File: src/rtl/trig_seq_defines.svh
// Timing constants and field widths for the trigger state sequencer.
`ifndef TRIG_SEQ_DEFINES_SVH
`define TRIG_SEQ_DEFINES_SVH
`define CLK_PERIOD_NS        40
`define LEVEL0_SLOT_NS       900
`define DRIFT_END_NS         2550
`define SHIP_READY_NS        3900
`define SHIP_END_NS          4500
`define RESULT_SEND_NS       6000
`define LEVEL1_SLOT_NS       6400
`define SLOT_WIDTH_NS        200
`define CLEAR_LIMIT_NS       40000
`define MAX_TRACKLETS        40
`define ROI_WIDTH            36
`define ABORT_HOLD_CYCLES    2
// Cycle counts derived from the times above at the reference clock rate.
`define LEVEL0_SLOT_CYC      ((`LEVEL0_SLOT_NS) / (`CLK_PERIOD_NS))
`define DRIFT_END_CYC        ((`DRIFT_END_NS + `CLK_PERIOD_NS - 1) / (`CLK_PERIOD_NS))
`define SHIP_READY_CYC       ((`SHIP_READY_NS) / (`CLK_PERIOD_NS))
`define SHIP_END_CYC         ((`SHIP_END_NS) / (`CLK_PERIOD_NS))
`define RESULT_SEND_CYC      ((`RESULT_SEND_NS) / (`CLK_PERIOD_NS))
`define LEVEL1_SLOT_CYC      ((`LEVEL1_SLOT_NS) / (`CLK_PERIOD_NS))
`define SLOT_WIDTH_CYC       ((`SLOT_WIDTH_NS) / (`CLK_PERIOD_NS))
`define CLEAR_LIMIT_CYC      ((`CLEAR_LIMIT_NS) / (`CLK_PERIOD_NS))
`endif

File: src/rtl/trig_seq_pkg.sv
// Types shared by the trigger state sequencer and its helpers.
package trig_seq_pkg;
    typedef enum logic [3:0] {
        ST_STANDBY,
        ST_WAIT_LEVEL0,
        ST_DRIFT,
        ST_PROCESS,
        ST_SHIP,
        ST_WAIT_RESULT,
        ST_WAIT_LEVEL1,
        ST_READOUT
    } seq_state_t;

    // Clock gates handed to the processing logic.
    typedef struct packed {
        logic archive_en;
        logic preproc_en;
        logic processor_en;
        logic ship_en;
        logic readout_en;
    } clock_gates_t;

    // Trigger candidate sent to the central trigger unit.
    typedef struct packed {
        logic        valid;
        logic        trigger;
        logic [35:0] roi;
    } trigger_result_t;

    // One tracklet word on the shared data path.
    typedef struct packed {
        logic        valid;
        logic [5:0]  index;
        logic [31:0] data;
    } tracklet_word_t;

    // Level-2 decision towards the event buffer.
    typedef struct packed {
        logic accept;
        logic reject;
    } level2_t;
endpackage

File: src/rtl/sync2.sv
// Two flip-flop synchroniser for one level from outside the clock domain.
module sync2
    import trig_seq_pkg::*;
(
    input  wire logic ref_clk,
    input  wire logic rst_n,
    input  wire logic d,
    output logic      q
);
    typedef struct packed {
        logic s1;
        logic s2;
    } sync_state_t;

    sync_state_t st;
    sync_state_t next_st;

    // The first stage feeds only the second stage.
    always_comb begin
        next_st.s1 = d;
        next_st.s2 = st.s1;
    end

    always_ff @(posedge ref_clk or negedge rst_n) begin
        if (!rst_n) begin
            st <= '0;
        end else begin
            st <= next_st;
        end
    end

    assign q = st.s2;
endmodule

File: src/rtl/event_buffer_ctrl.sv
// Event buffer bookkeeping for level-2 decisions, running beside the sequencer.
module event_buffer_ctrl
    import trig_seq_pkg::*;
#(
    parameter int DEPTH = 4
) (
    input  wire logic ref_clk,
    input  wire logic rst_n,
    input  wire logic store,
    input  wire logic level2_accept,
    input  wire logic level2_reject,
    input  wire logic link_ready,
    output logic      ship_valid,
    output logic      buffer_full,
    output logic [$clog2(DEPTH+1)-1:0] used
);
    localparam int CW = $clog2(DEPTH + 1);

    typedef struct packed {
        logic [CW-1:0] used;
        logic [CW-1:0] pending;
    } ebuf_state_t;

    ebuf_state_t st;
    ebuf_state_t next_st;
    logic        ship_done;

    assign ship_done = (st.pending != '0) && link_ready;

    // Decisions arrive in event order, so only counts are needed.
    always_comb begin
        next_st = st;
        if (store && st.used != CW'(DEPTH)) begin
            next_st.used = next_st.used + CW'(1);
        end
        if (level2_accept && st.pending != st.used) begin
            next_st.pending = next_st.pending + CW'(1);
        end
        if (level2_reject && st.pending != st.used) begin
            next_st.used = next_st.used - CW'(1);
        end
        if (ship_done) begin
            next_st.pending = next_st.pending - CW'(1);
            next_st.used    = next_st.used - CW'(1);
        end
    end

    always_ff @(posedge ref_clk or negedge rst_n) begin
        if (!rst_n) begin
            st <= '0;
        end else begin
            st <= next_st;
        end
    end

    assign ship_valid  = st.pending != '0;
    assign buffer_full = st.used == CW'(DEPTH);
    assign used        = st.used;
endmodule

File: src/rtl/trigger_state_sequencer.sv
// Trigger state sequencer: pretrigger to level-1 readout, with level-2 buffer control.
// How it works
// - Rest in stand-by after reset and between events, all processing clocks gated.
// - Pretrigger leaves stand-by, enables sample archival and tracklet preprocessor.
// - Missing level-0 in its slot is a reject: clear and abort.
// - After drift and preprocessing, processor computes tracklets and applies cuts.
// - Selected tracklets transformed and formatted by 3.9 us.
// - Shipping ends by 4.5 us; at most 40 tracklets, extras dropped.
// - Tracklets read out in fixed ascending order.
// - Candidate trigger and 36-bit region vector sent at the 6 us mark.
// - While awaiting level-1, stay busy in ST_WAIT_LEVEL1 with all processing clocks gated.
// - Level-1 reject aborts the event and returns to stand-by.
// - Level-1 accept starts event buffer readout over the tracklet path.
// - Level-1 accept use may be delayed internally to avoid clock noise.
// - Finished readout clears the device back to stand-by unprompted.
// - Level-2 accept schedules buffered event for shipping; reject frees it.
// - Not pipelined: new events ignored until cleared, at worst 40 us.
// - Level-2 shipping runs in parallel, front-end possibly in stand-by.
// - Pretrigger is gated by busy and arrives within 100 ns.
// - Abort signal held for two consecutive clocks aborts at any point.
`include "trig_seq_defines.svh"
module trigger_state_sequencer
    import trig_seq_pkg::*;
#(
    parameter int MAX_TRACKLETS  = `MAX_TRACKLETS,
    parameter int L1_DELAY       = 0,
    parameter int READOUT_WORDS  = 16,
    parameter int CLEAR_LIMIT    = `CLEAR_LIMIT_CYC,
    parameter int EBUF_DEPTH     = 4
) (
    input  wire logic            ref_clk,
    input  wire logic            rst_n,
    input  wire logic            pretrigger,
    input  wire logic            level0_confirm,
    input  wire logic            level1_pulse,
    input  wire logic            level2_accept,
    input  wire logic            level2_reject,
    input  wire logic            abort_trigger_signal,
    input  wire logic            preproc_done,
    input  wire logic [5:0]      tracklet_count,
    input  wire logic [31:0]     tracklet_data,
    input  wire logic [31:0]     readout_data,
    input  wire logic            candidate_trigger,
    input  wire logic [`ROI_WIDTH-1:0] candidate_roi,
    input  wire logic            detector_data_link_ready,
    output clock_gates_t         gates,
    output logic                 busy,
    output tracklet_word_t       path_word,
    output logic                 path_is_readout,
    output trigger_result_t      result,
    output logic                 detector_data_link_valid,
    output logic                 event_buffer_full,
    output logic                 level1_accept,
    output logic                 level1_reject,
    output logic                 level0_reject
);
    localparam int CNT_W = 16;
    localparam logic [CNT_W-1:0] L0_LO   = CNT_W'(`LEVEL0_SLOT_CYC - `SLOT_WIDTH_CYC / 2);
    localparam logic [CNT_W-1:0] L0_HI   = CNT_W'(`LEVEL0_SLOT_CYC + `SLOT_WIDTH_CYC / 2);
    localparam logic [CNT_W-1:0] DRIFT   = CNT_W'(`DRIFT_END_CYC);
    localparam logic [CNT_W-1:0] FMT_END = CNT_W'(`SHIP_READY_CYC);
    localparam logic [CNT_W-1:0] SHIP_END = CNT_W'(`SHIP_END_CYC);
    localparam logic [CNT_W-1:0] SEND_AT = CNT_W'(`RESULT_SEND_CYC);
    localparam logic [CNT_W-1:0] L1_LO   = CNT_W'(`LEVEL1_SLOT_CYC - `SLOT_WIDTH_CYC / 2);
    localparam logic [CNT_W-1:0] L1_HI   = CNT_W'(`LEVEL1_SLOT_CYC + `SLOT_WIDTH_CYC / 2);
    localparam logic [CNT_W-1:0] CLR_LIM = CNT_W'(CLEAR_LIMIT);
    localparam logic [5:0]       TRK_MAX = 6'(MAX_TRACKLETS);
    localparam logic [7:0]       RD_MAX  = 8'(READOUT_WORDS);
    localparam logic [7:0]       L1_DLY  = 8'(L1_DELAY);

    // All sequencer state except the pretrigger edge register in one record.
    typedef struct packed {
        seq_state_t      state;
        logic [CNT_W-1:0] cycle;
        logic            l0_seen;
        logic            l1_seen;
        logic [7:0]      l1_delay;
        logic            l1_held;
        logic [5:0]      ship_limit;
        logic [5:0]      ship_idx;
        logic [7:0]      rd_idx;
        logic            abort_prev;
        tracklet_word_t  word;
        logic            word_is_rd;
        trigger_result_t result;
        logic            l1a;
        logic            l1r;
        logic            l0r;
        logic            store;
    } seq_reg_t;

    seq_reg_t st;
    seq_reg_t next_st;

    logic pretrig_s;
    logic level0_s;
    logic level1_s;
    logic abort_s;
    logic l2a_s;
    logic l2r_s;
    logic pretrig_prev;
    logic pretrig_rise;
    logic abort_now;

    // Trigger pins come from the central trigger fan-out and are synchronised first.
    sync2 u_sync_pre (.ref_clk(ref_clk), .rst_n(rst_n), .d(pretrigger),           .q(pretrig_s));
    sync2 u_sync_l0  (.ref_clk(ref_clk), .rst_n(rst_n), .d(level0_confirm),       .q(level0_s));
    sync2 u_sync_l1  (.ref_clk(ref_clk), .rst_n(rst_n), .d(level1_pulse),         .q(level1_s));
    sync2 u_sync_ab  (.ref_clk(ref_clk), .rst_n(rst_n), .d(abort_trigger_signal), .q(abort_s));
    sync2 u_sync_l2a (.ref_clk(ref_clk), .rst_n(rst_n), .d(level2_accept),        .q(l2a_s));
    sync2 u_sync_l2r (.ref_clk(ref_clk), .rst_n(rst_n), .d(level2_reject),        .q(l2r_s));

    // Edge detect on the synchronised pretrigger so a long pulse starts one event only.
    always_ff @(posedge ref_clk or negedge rst_n) begin
        if (!rst_n) begin
            pretrig_prev <= 1'b0;
        end else begin
            pretrig_prev <= pretrig_s;
        end
    end

    assign pretrig_rise = pretrig_s && !pretrig_prev;
    assign abort_now    = abort_s && st.abort_prev;

    // Main sequence; every non-standby state returns to stand-by on abort.
    always_comb begin
        next_st            = st;
        next_st.abort_prev = abort_s;
        next_st.l1a        = 1'b0;
        next_st.l1r        = 1'b0;
        next_st.l0r        = 1'b0;
        next_st.store      = 1'b0;
        next_st.word       = '0;
        next_st.word_is_rd = 1'b0;
        next_st.result.valid = 1'b0;
        if (st.state != ST_STANDBY && st.cycle != '1) begin
            next_st.cycle = st.cycle + CNT_W'(1);
        end
        unique case (st.state)
            ST_STANDBY: begin
                next_st.cycle = '0;
                // Busy is low only here, so a pretrigger elsewhere is ignored.
                if (pretrig_rise) begin
                    next_st.state   = ST_WAIT_LEVEL0;
                    next_st.l0_seen = 1'b0;
                    next_st.l1_seen = 1'b0;
                    next_st.cycle   = CNT_W'(1);
                end
            end
            ST_WAIT_LEVEL0: begin
                if (level0_s && st.cycle >= L0_LO && st.cycle <= L0_HI) begin
                    next_st.l0_seen = 1'b1;
                end
                if (st.cycle > L0_HI && !st.l0_seen) begin
                    next_st.state = ST_STANDBY;
                    next_st.l0r   = 1'b1;
                end else if (st.cycle > L0_HI) begin
                    next_st.state = ST_DRIFT;
                end
            end
            ST_DRIFT: begin
                if (st.cycle >= DRIFT && preproc_done) begin
                    next_st.state = ST_PROCESS;
                end
            end
            ST_PROCESS: begin
                // Excess tracklets beyond the chamber limit are never shipped.
                next_st.ship_limit = (tracklet_count > TRK_MAX) ? TRK_MAX : tracklet_count;
                next_st.ship_idx   = '0;
                if (st.cycle >= FMT_END) begin
                    next_st.state = ST_SHIP;
                end
            end
            ST_SHIP: begin
                if (st.ship_idx < st.ship_limit && st.cycle < SHIP_END) begin
                    next_st.word.valid = 1'b1;
                    next_st.word.index = st.ship_idx;
                    next_st.word.data  = tracklet_data;
                    next_st.ship_idx   = st.ship_idx + 6'd1;
                end else begin
                    next_st.state = ST_WAIT_RESULT;
                end
            end
            ST_WAIT_RESULT: begin
                if (st.cycle >= SEND_AT) begin
                    next_st.result.valid   = 1'b1;
                    next_st.result.trigger = candidate_trigger;
                    next_st.result.roi     = candidate_roi;
                    next_st.state          = ST_WAIT_LEVEL1;
                end
            end
            ST_WAIT_LEVEL1: begin
                if (level1_s && st.cycle >= L1_LO && st.cycle <= L1_HI) begin
                    next_st.l1_seen = 1'b1;
                end
                if (st.cycle > L1_HI && !st.l1_seen) begin
                    next_st.state = ST_STANDBY;
                    next_st.l1r   = 1'b1;
                end else if (st.cycle > L1_HI) begin
                    next_st.l1a      = 1'b1;
                    next_st.l1_delay = '0;
                    next_st.l1_held  = 1'b1;
                    next_st.rd_idx   = '0;
                    next_st.state    = ST_READOUT;
                end
            end
            ST_READOUT: begin
                if (st.l1_held && st.l1_delay < L1_DLY) begin
                    next_st.l1_delay = st.l1_delay + 8'd1;
                end else if (st.rd_idx < RD_MAX) begin
                    next_st.l1_held    = 1'b0;
                    next_st.word.valid = 1'b1;
                    next_st.word.index = st.rd_idx[5:0];
                    next_st.word.data  = readout_data;
                    next_st.word_is_rd = 1'b1;
                    next_st.rd_idx     = st.rd_idx + 8'd1;
                end else begin
                    next_st.store = 1'b1;
                    next_st.state = ST_STANDBY;
                end
            end
        endcase
        // A stuck event is cleared once the worst-case accept time has passed.
        if (st.state != ST_STANDBY && st.cycle >= CLR_LIM) begin
            next_st.state = ST_STANDBY;
        end
        if (abort_now && st.state != ST_STANDBY) begin
            next_st.state = ST_STANDBY;
        end
    end

    always_ff @(posedge ref_clk or negedge rst_n) begin
        if (!rst_n) begin
            st <= '0;
        end else begin
            st <= next_st;
        end
    end

    // Clock gates follow the state; waiting for level-1 keeps everything off.
    always_comb begin
        gates              = '0;
        gates.archive_en   = st.state == ST_WAIT_LEVEL0 || st.state == ST_DRIFT;
        gates.preproc_en   = st.state == ST_WAIT_LEVEL0 || st.state == ST_DRIFT;
        gates.processor_en = st.state == ST_PROCESS;
        gates.ship_en      = st.state == ST_SHIP;
        gates.readout_en   = st.state == ST_READOUT && !st.l1_held;
    end

    assign busy            = st.state != ST_STANDBY;
    assign path_word       = st.word;
    assign path_is_readout = st.word_is_rd;
    assign result          = st.result;
    assign level1_accept   = st.l1a;
    assign level1_reject   = st.l1r;
    assign level0_reject   = st.l0r;

    // Level-2 handling is independent of the front-end sequence.
    event_buffer_ctrl #(
        .DEPTH(EBUF_DEPTH)
    ) u_ebuf (
        .ref_clk      (ref_clk),
        .rst_n        (rst_n),
        .store        (st.store),
        .level2_accept(l2a_s),
        .level2_reject(l2r_s),
        .link_ready   (detector_data_link_ready),
        .ship_valid   (detector_data_link_valid),
        .buffer_full  (event_buffer_full),
        .used         ()
    );
endmodule

File: config.mk
export PLATFORM = sky130hd
export DESIGN_NAME = trigger_state_sequencer
export DESIGN_NICKNAME = d
export VERILOG_FILES = /design/src/rtl/trig_seq_pkg.sv /design/src/rtl/sync2.sv /design/src/rtl/event_buffer_ctrl.sv /design/src/rtl/trigger_state_sequencer.sv
export VERILOG_INCLUDE_DIRS = /design/src /design/src/rtl
export SDC_FILE = /design/constraint.sdc
export NUM_CORES = 1
export LEC_CHECK = 0
export BUFFER_PORTS_ARGS = -buffer_cell sky130_fd_sc_hd__buf_2
export CAP_MARGIN = 20
export CORE_ASPECT_RATIO = 1.25
export CORE_MARGIN = 5
export CORE_UTILIZATION = 40
export DETAILED_ROUTE_END_ITERATION = 10
export PLACE_DENSITY = 0.64
export SYNTH_ARGS = -nofsm -noshare
export SYNTH_HDL_FRONTEND = slang
export SYNTH_SLANG_ARGS = --single-unit
File: constraint.sdc
create_clock -name ref_clk -period 3.3 [get_ports ref_clk]
set_input_delay 0.66 -clock ref_clk [delete_from_list [all_inputs] [get_ports ref_clk]]
set_output_delay 0.66 -clock ref_clk [all_outputs]
set_load 0.05 [all_outputs]
==> metrics.csv <==
metric;value;unit
r2r-end;u_ebuf.used[2];
p_leak;4.09;nW
cts_tree;built;
cp.arrival;3.02;ns
finalHoldViolCount;0;
synth_area;0.00685;mm^2
cts_root_buf;clkbuf_16;
avgSynthCellArea;11.4;um^2
start_util;0.407;
clk_pin_slew_worst_paths;0.06;ns
crit_chain;inv_1 -> ha_1 -> and2_1 -> nor2b_1 -> nor2_1 -> a21oi_1 -> ha_1 -> mux2_2 -> ha_1 -> nand3_1 -> xnor2_1 -> xnor2_1 -> xnor2_1;
drive_gt1_frac;0.392;
max-slew-margin-rel;0.395;
setup.worst_path.start_class;flop;
viasPerCell;4.98;
seq_area_frac_synth;0.526;
synth_warnings;0;
power_density;778;mW/mm^2
regToRegSetupSlack;0.57;ns
drc_errors;0;
coreArea;0.0168;mm^2
synth_cell_types;56;
cp.required;3.60;ns
path_buf_inv;1;
cp_slowest_cell;dfrtp_1;
vias;4800;
worstPathMaxFanout;4;
overflow;0;
min_path_type;in2async;
die_w;127;um
gp_congestion;0.926;
layout_commonest_cell;buf_2;
port_buffers;205;
place_hpwl;11.6;mm
period_share;0.826;
cts_hold_buf;0;
antenna_left;0;
setup_viol;0;
antennaDiodeCount;0;
period_needed;2.73;ns
postSynthCellCount;603;
clock_skew;0.00778;ns
placed_area;0.00749;mm^2
die_h;156;um
grt_max_degree;79;
design_area;0.00807;mm^2
setup.worst_path.start;u_ebuf.used[0];
synth_flop_cell;dfrtp_1;
final_util;0.479;
rsz0062_at_grt;false;
synthArstFlopShare;1.00;
status;complete, no violations;
syn2layout_area_growth;17.8;%
grt_pass1_wl;24.9;mm
insertion_delay;0.41;ns
antenna_found_initial;0;
rr_startpoint;u_ebuf.used[0];
fmax;0.367;GHz
path_class;reg2reg;
critical-path-max-stage-delay;0.42;ns
cts_setup_buffers;0;
drv_cap;0;
grtUsageTotal;0.156;
r2r_cells;13;
final_cell_mix;buf_2, dfrtp_1, nor2_1, mux2_2;
clock_path_buffers;2;
dieArea;0.0199;mm^2
path_delay_family;adder cells;
fp-row-count;53;
cp-end-kind;flop;
cts_resized;0;
ys_seq_elements;144;
slew_violations;0;
worst_slew_pin_slew;0.908;ns
layout.nets;865;
routed_wl;15.4;mm
synth_edf_count;0;
wire_per_inst;16.0;um
cts_sinks;144;
h-tree-depth;4;
numCtsBuffers;17;
grt_pass1_vias;5006;
drt_iter0_drc;316;
finalSetupTns;0;ns
peakVddDrop;0.506;mV
pin_count;206;
dr.pass1.iters;4;
syn_nets;737;
==> metrics by stage <==
step | worst slack (ns) | std cells | power (mW) | hold slack (ns)
after floorplan | 0.296 | 603 | 4.11 | 0.331
after global placement | 0.777 | 932 | 4.40 | 0.332
after detailed placement | 0.567 | 932 | 4.48 | 0.335
after CTS | 0.549 | 963 | 6.38 | 0.307
after global routing | 0.363 | 963 | 6.65 | 0.324
final | 0.575 | 963 | 6.28 | 0.294
==> worst reg2reg max path: stages, from the launching register on <==
cell	delay (ns)
dfrtp_1	0.42
inv_1	0.06
ha_1	0.18
and2_1	0.14
nor2b_1	0.28
nor2_1	0.08
a21oi_1	0.21
ha_1	0.27
mux2_2	0.28
ha_1	0.20
nand3_1	0.09
xnor2_1	0.14
xnor2_1	0.18
xnor2_1	0.10
==> kinds of logic (layout without fill, tap and decap cells) <==
family | after synthesis | after routing | synth area share
AO/OA/AOI/OAI | 94 | 94 | 0.103
XOR/XNOR | 31 | 31 | 0.0396
adder cells (fa/ha/maj) | 17 | 17 | 0.0310
buffers and inverters | 126 | 266 | 0.119
flip-flops | 144 | 144 | 0.526
multiplexers | 43 | 43 | 0.0698
AND/OR/NAND/NOR | 148 | 148 | 0.111
==> how the worst max path moves through the flow <==
stage,slack (ns),to,cells after the start
after floorplan,0.30,st[91],6
after global placement,0.78,u_ebuf.used[2],13
after detailed placement,0.57,u_ebuf.used[2],13
after CTS,0.55,u_ebuf.used[2],13
after global routing,0.36,u_ebuf.used[2],13
final,0.57,u_ebuf.used[2],13
==> state kept, by name, indices dropped and copies added (netlist names), 3 cells and up <==
register	count
path_word	39
u_ebuf.st	3
u_ebuf.used	3
result	38
st	44
==> synthesized netlist by cell type (all sizes together) (2+ instances only) <==
cell type,n,area (um^2)
dfrtp,144,3600
xor2,14,123
nor3,5,30.0
nand3,19,95.1
a21oi,15,75.1
a22oi,2,15.0
a211oi,3,35.0
a31oi,3,18.8
buf,98,713
nor2,40,150
ha,17,213
a41oi,2,17.5
nor2b,6,37.5
inv,24,90.1
nand2b,5,31.3
and3,4,25.0
nor4,6,73.8
mux2,38,428
o21ai,17,85.1
nand2,37,141
or2,2,12.5
a22o,36,315
clkbuf,4,15.0
mux2i,5,50.1
nand4,8,50.1
a211o,2,17.5
and2,8,50.1
a311oi,3,26.3
xnor2,17,149
==> area by class of cell <==
class / instances / area (um^2)
fillers: 1560 / 8770
flip-flops and latches: 144 / 3600
multi-input cells: 333 / 2430
repair buffers: 211 / 1090
clock buffers: 19 / 443
well taps: 220 / 275
clock inverters: 12 / 136
inverters: 24 / 90.1
==> where the power goes <==
part	internal (mW)	switching, mW
Clock	1.13	0.722
Combinational	0.706	1.42
Sequential	2.05	0.244
Total	3.89	2.39
==> per-layer routing <==
| metal | global-route usage | vias up | routed length, um |
|---|---|---|---|
| met4 | 0.0485 | 0 | 217 |
| met3 | 0.0406 | 19 | 1060 |
| li1 | - | 2263 | - |
| met5 | 0 | - | 0 |
| met2 | 0.289 | 161 | 8050 |
| met1 | 0.174 | 2357 | 6090 |
Power figures use the tool's default switching activity.
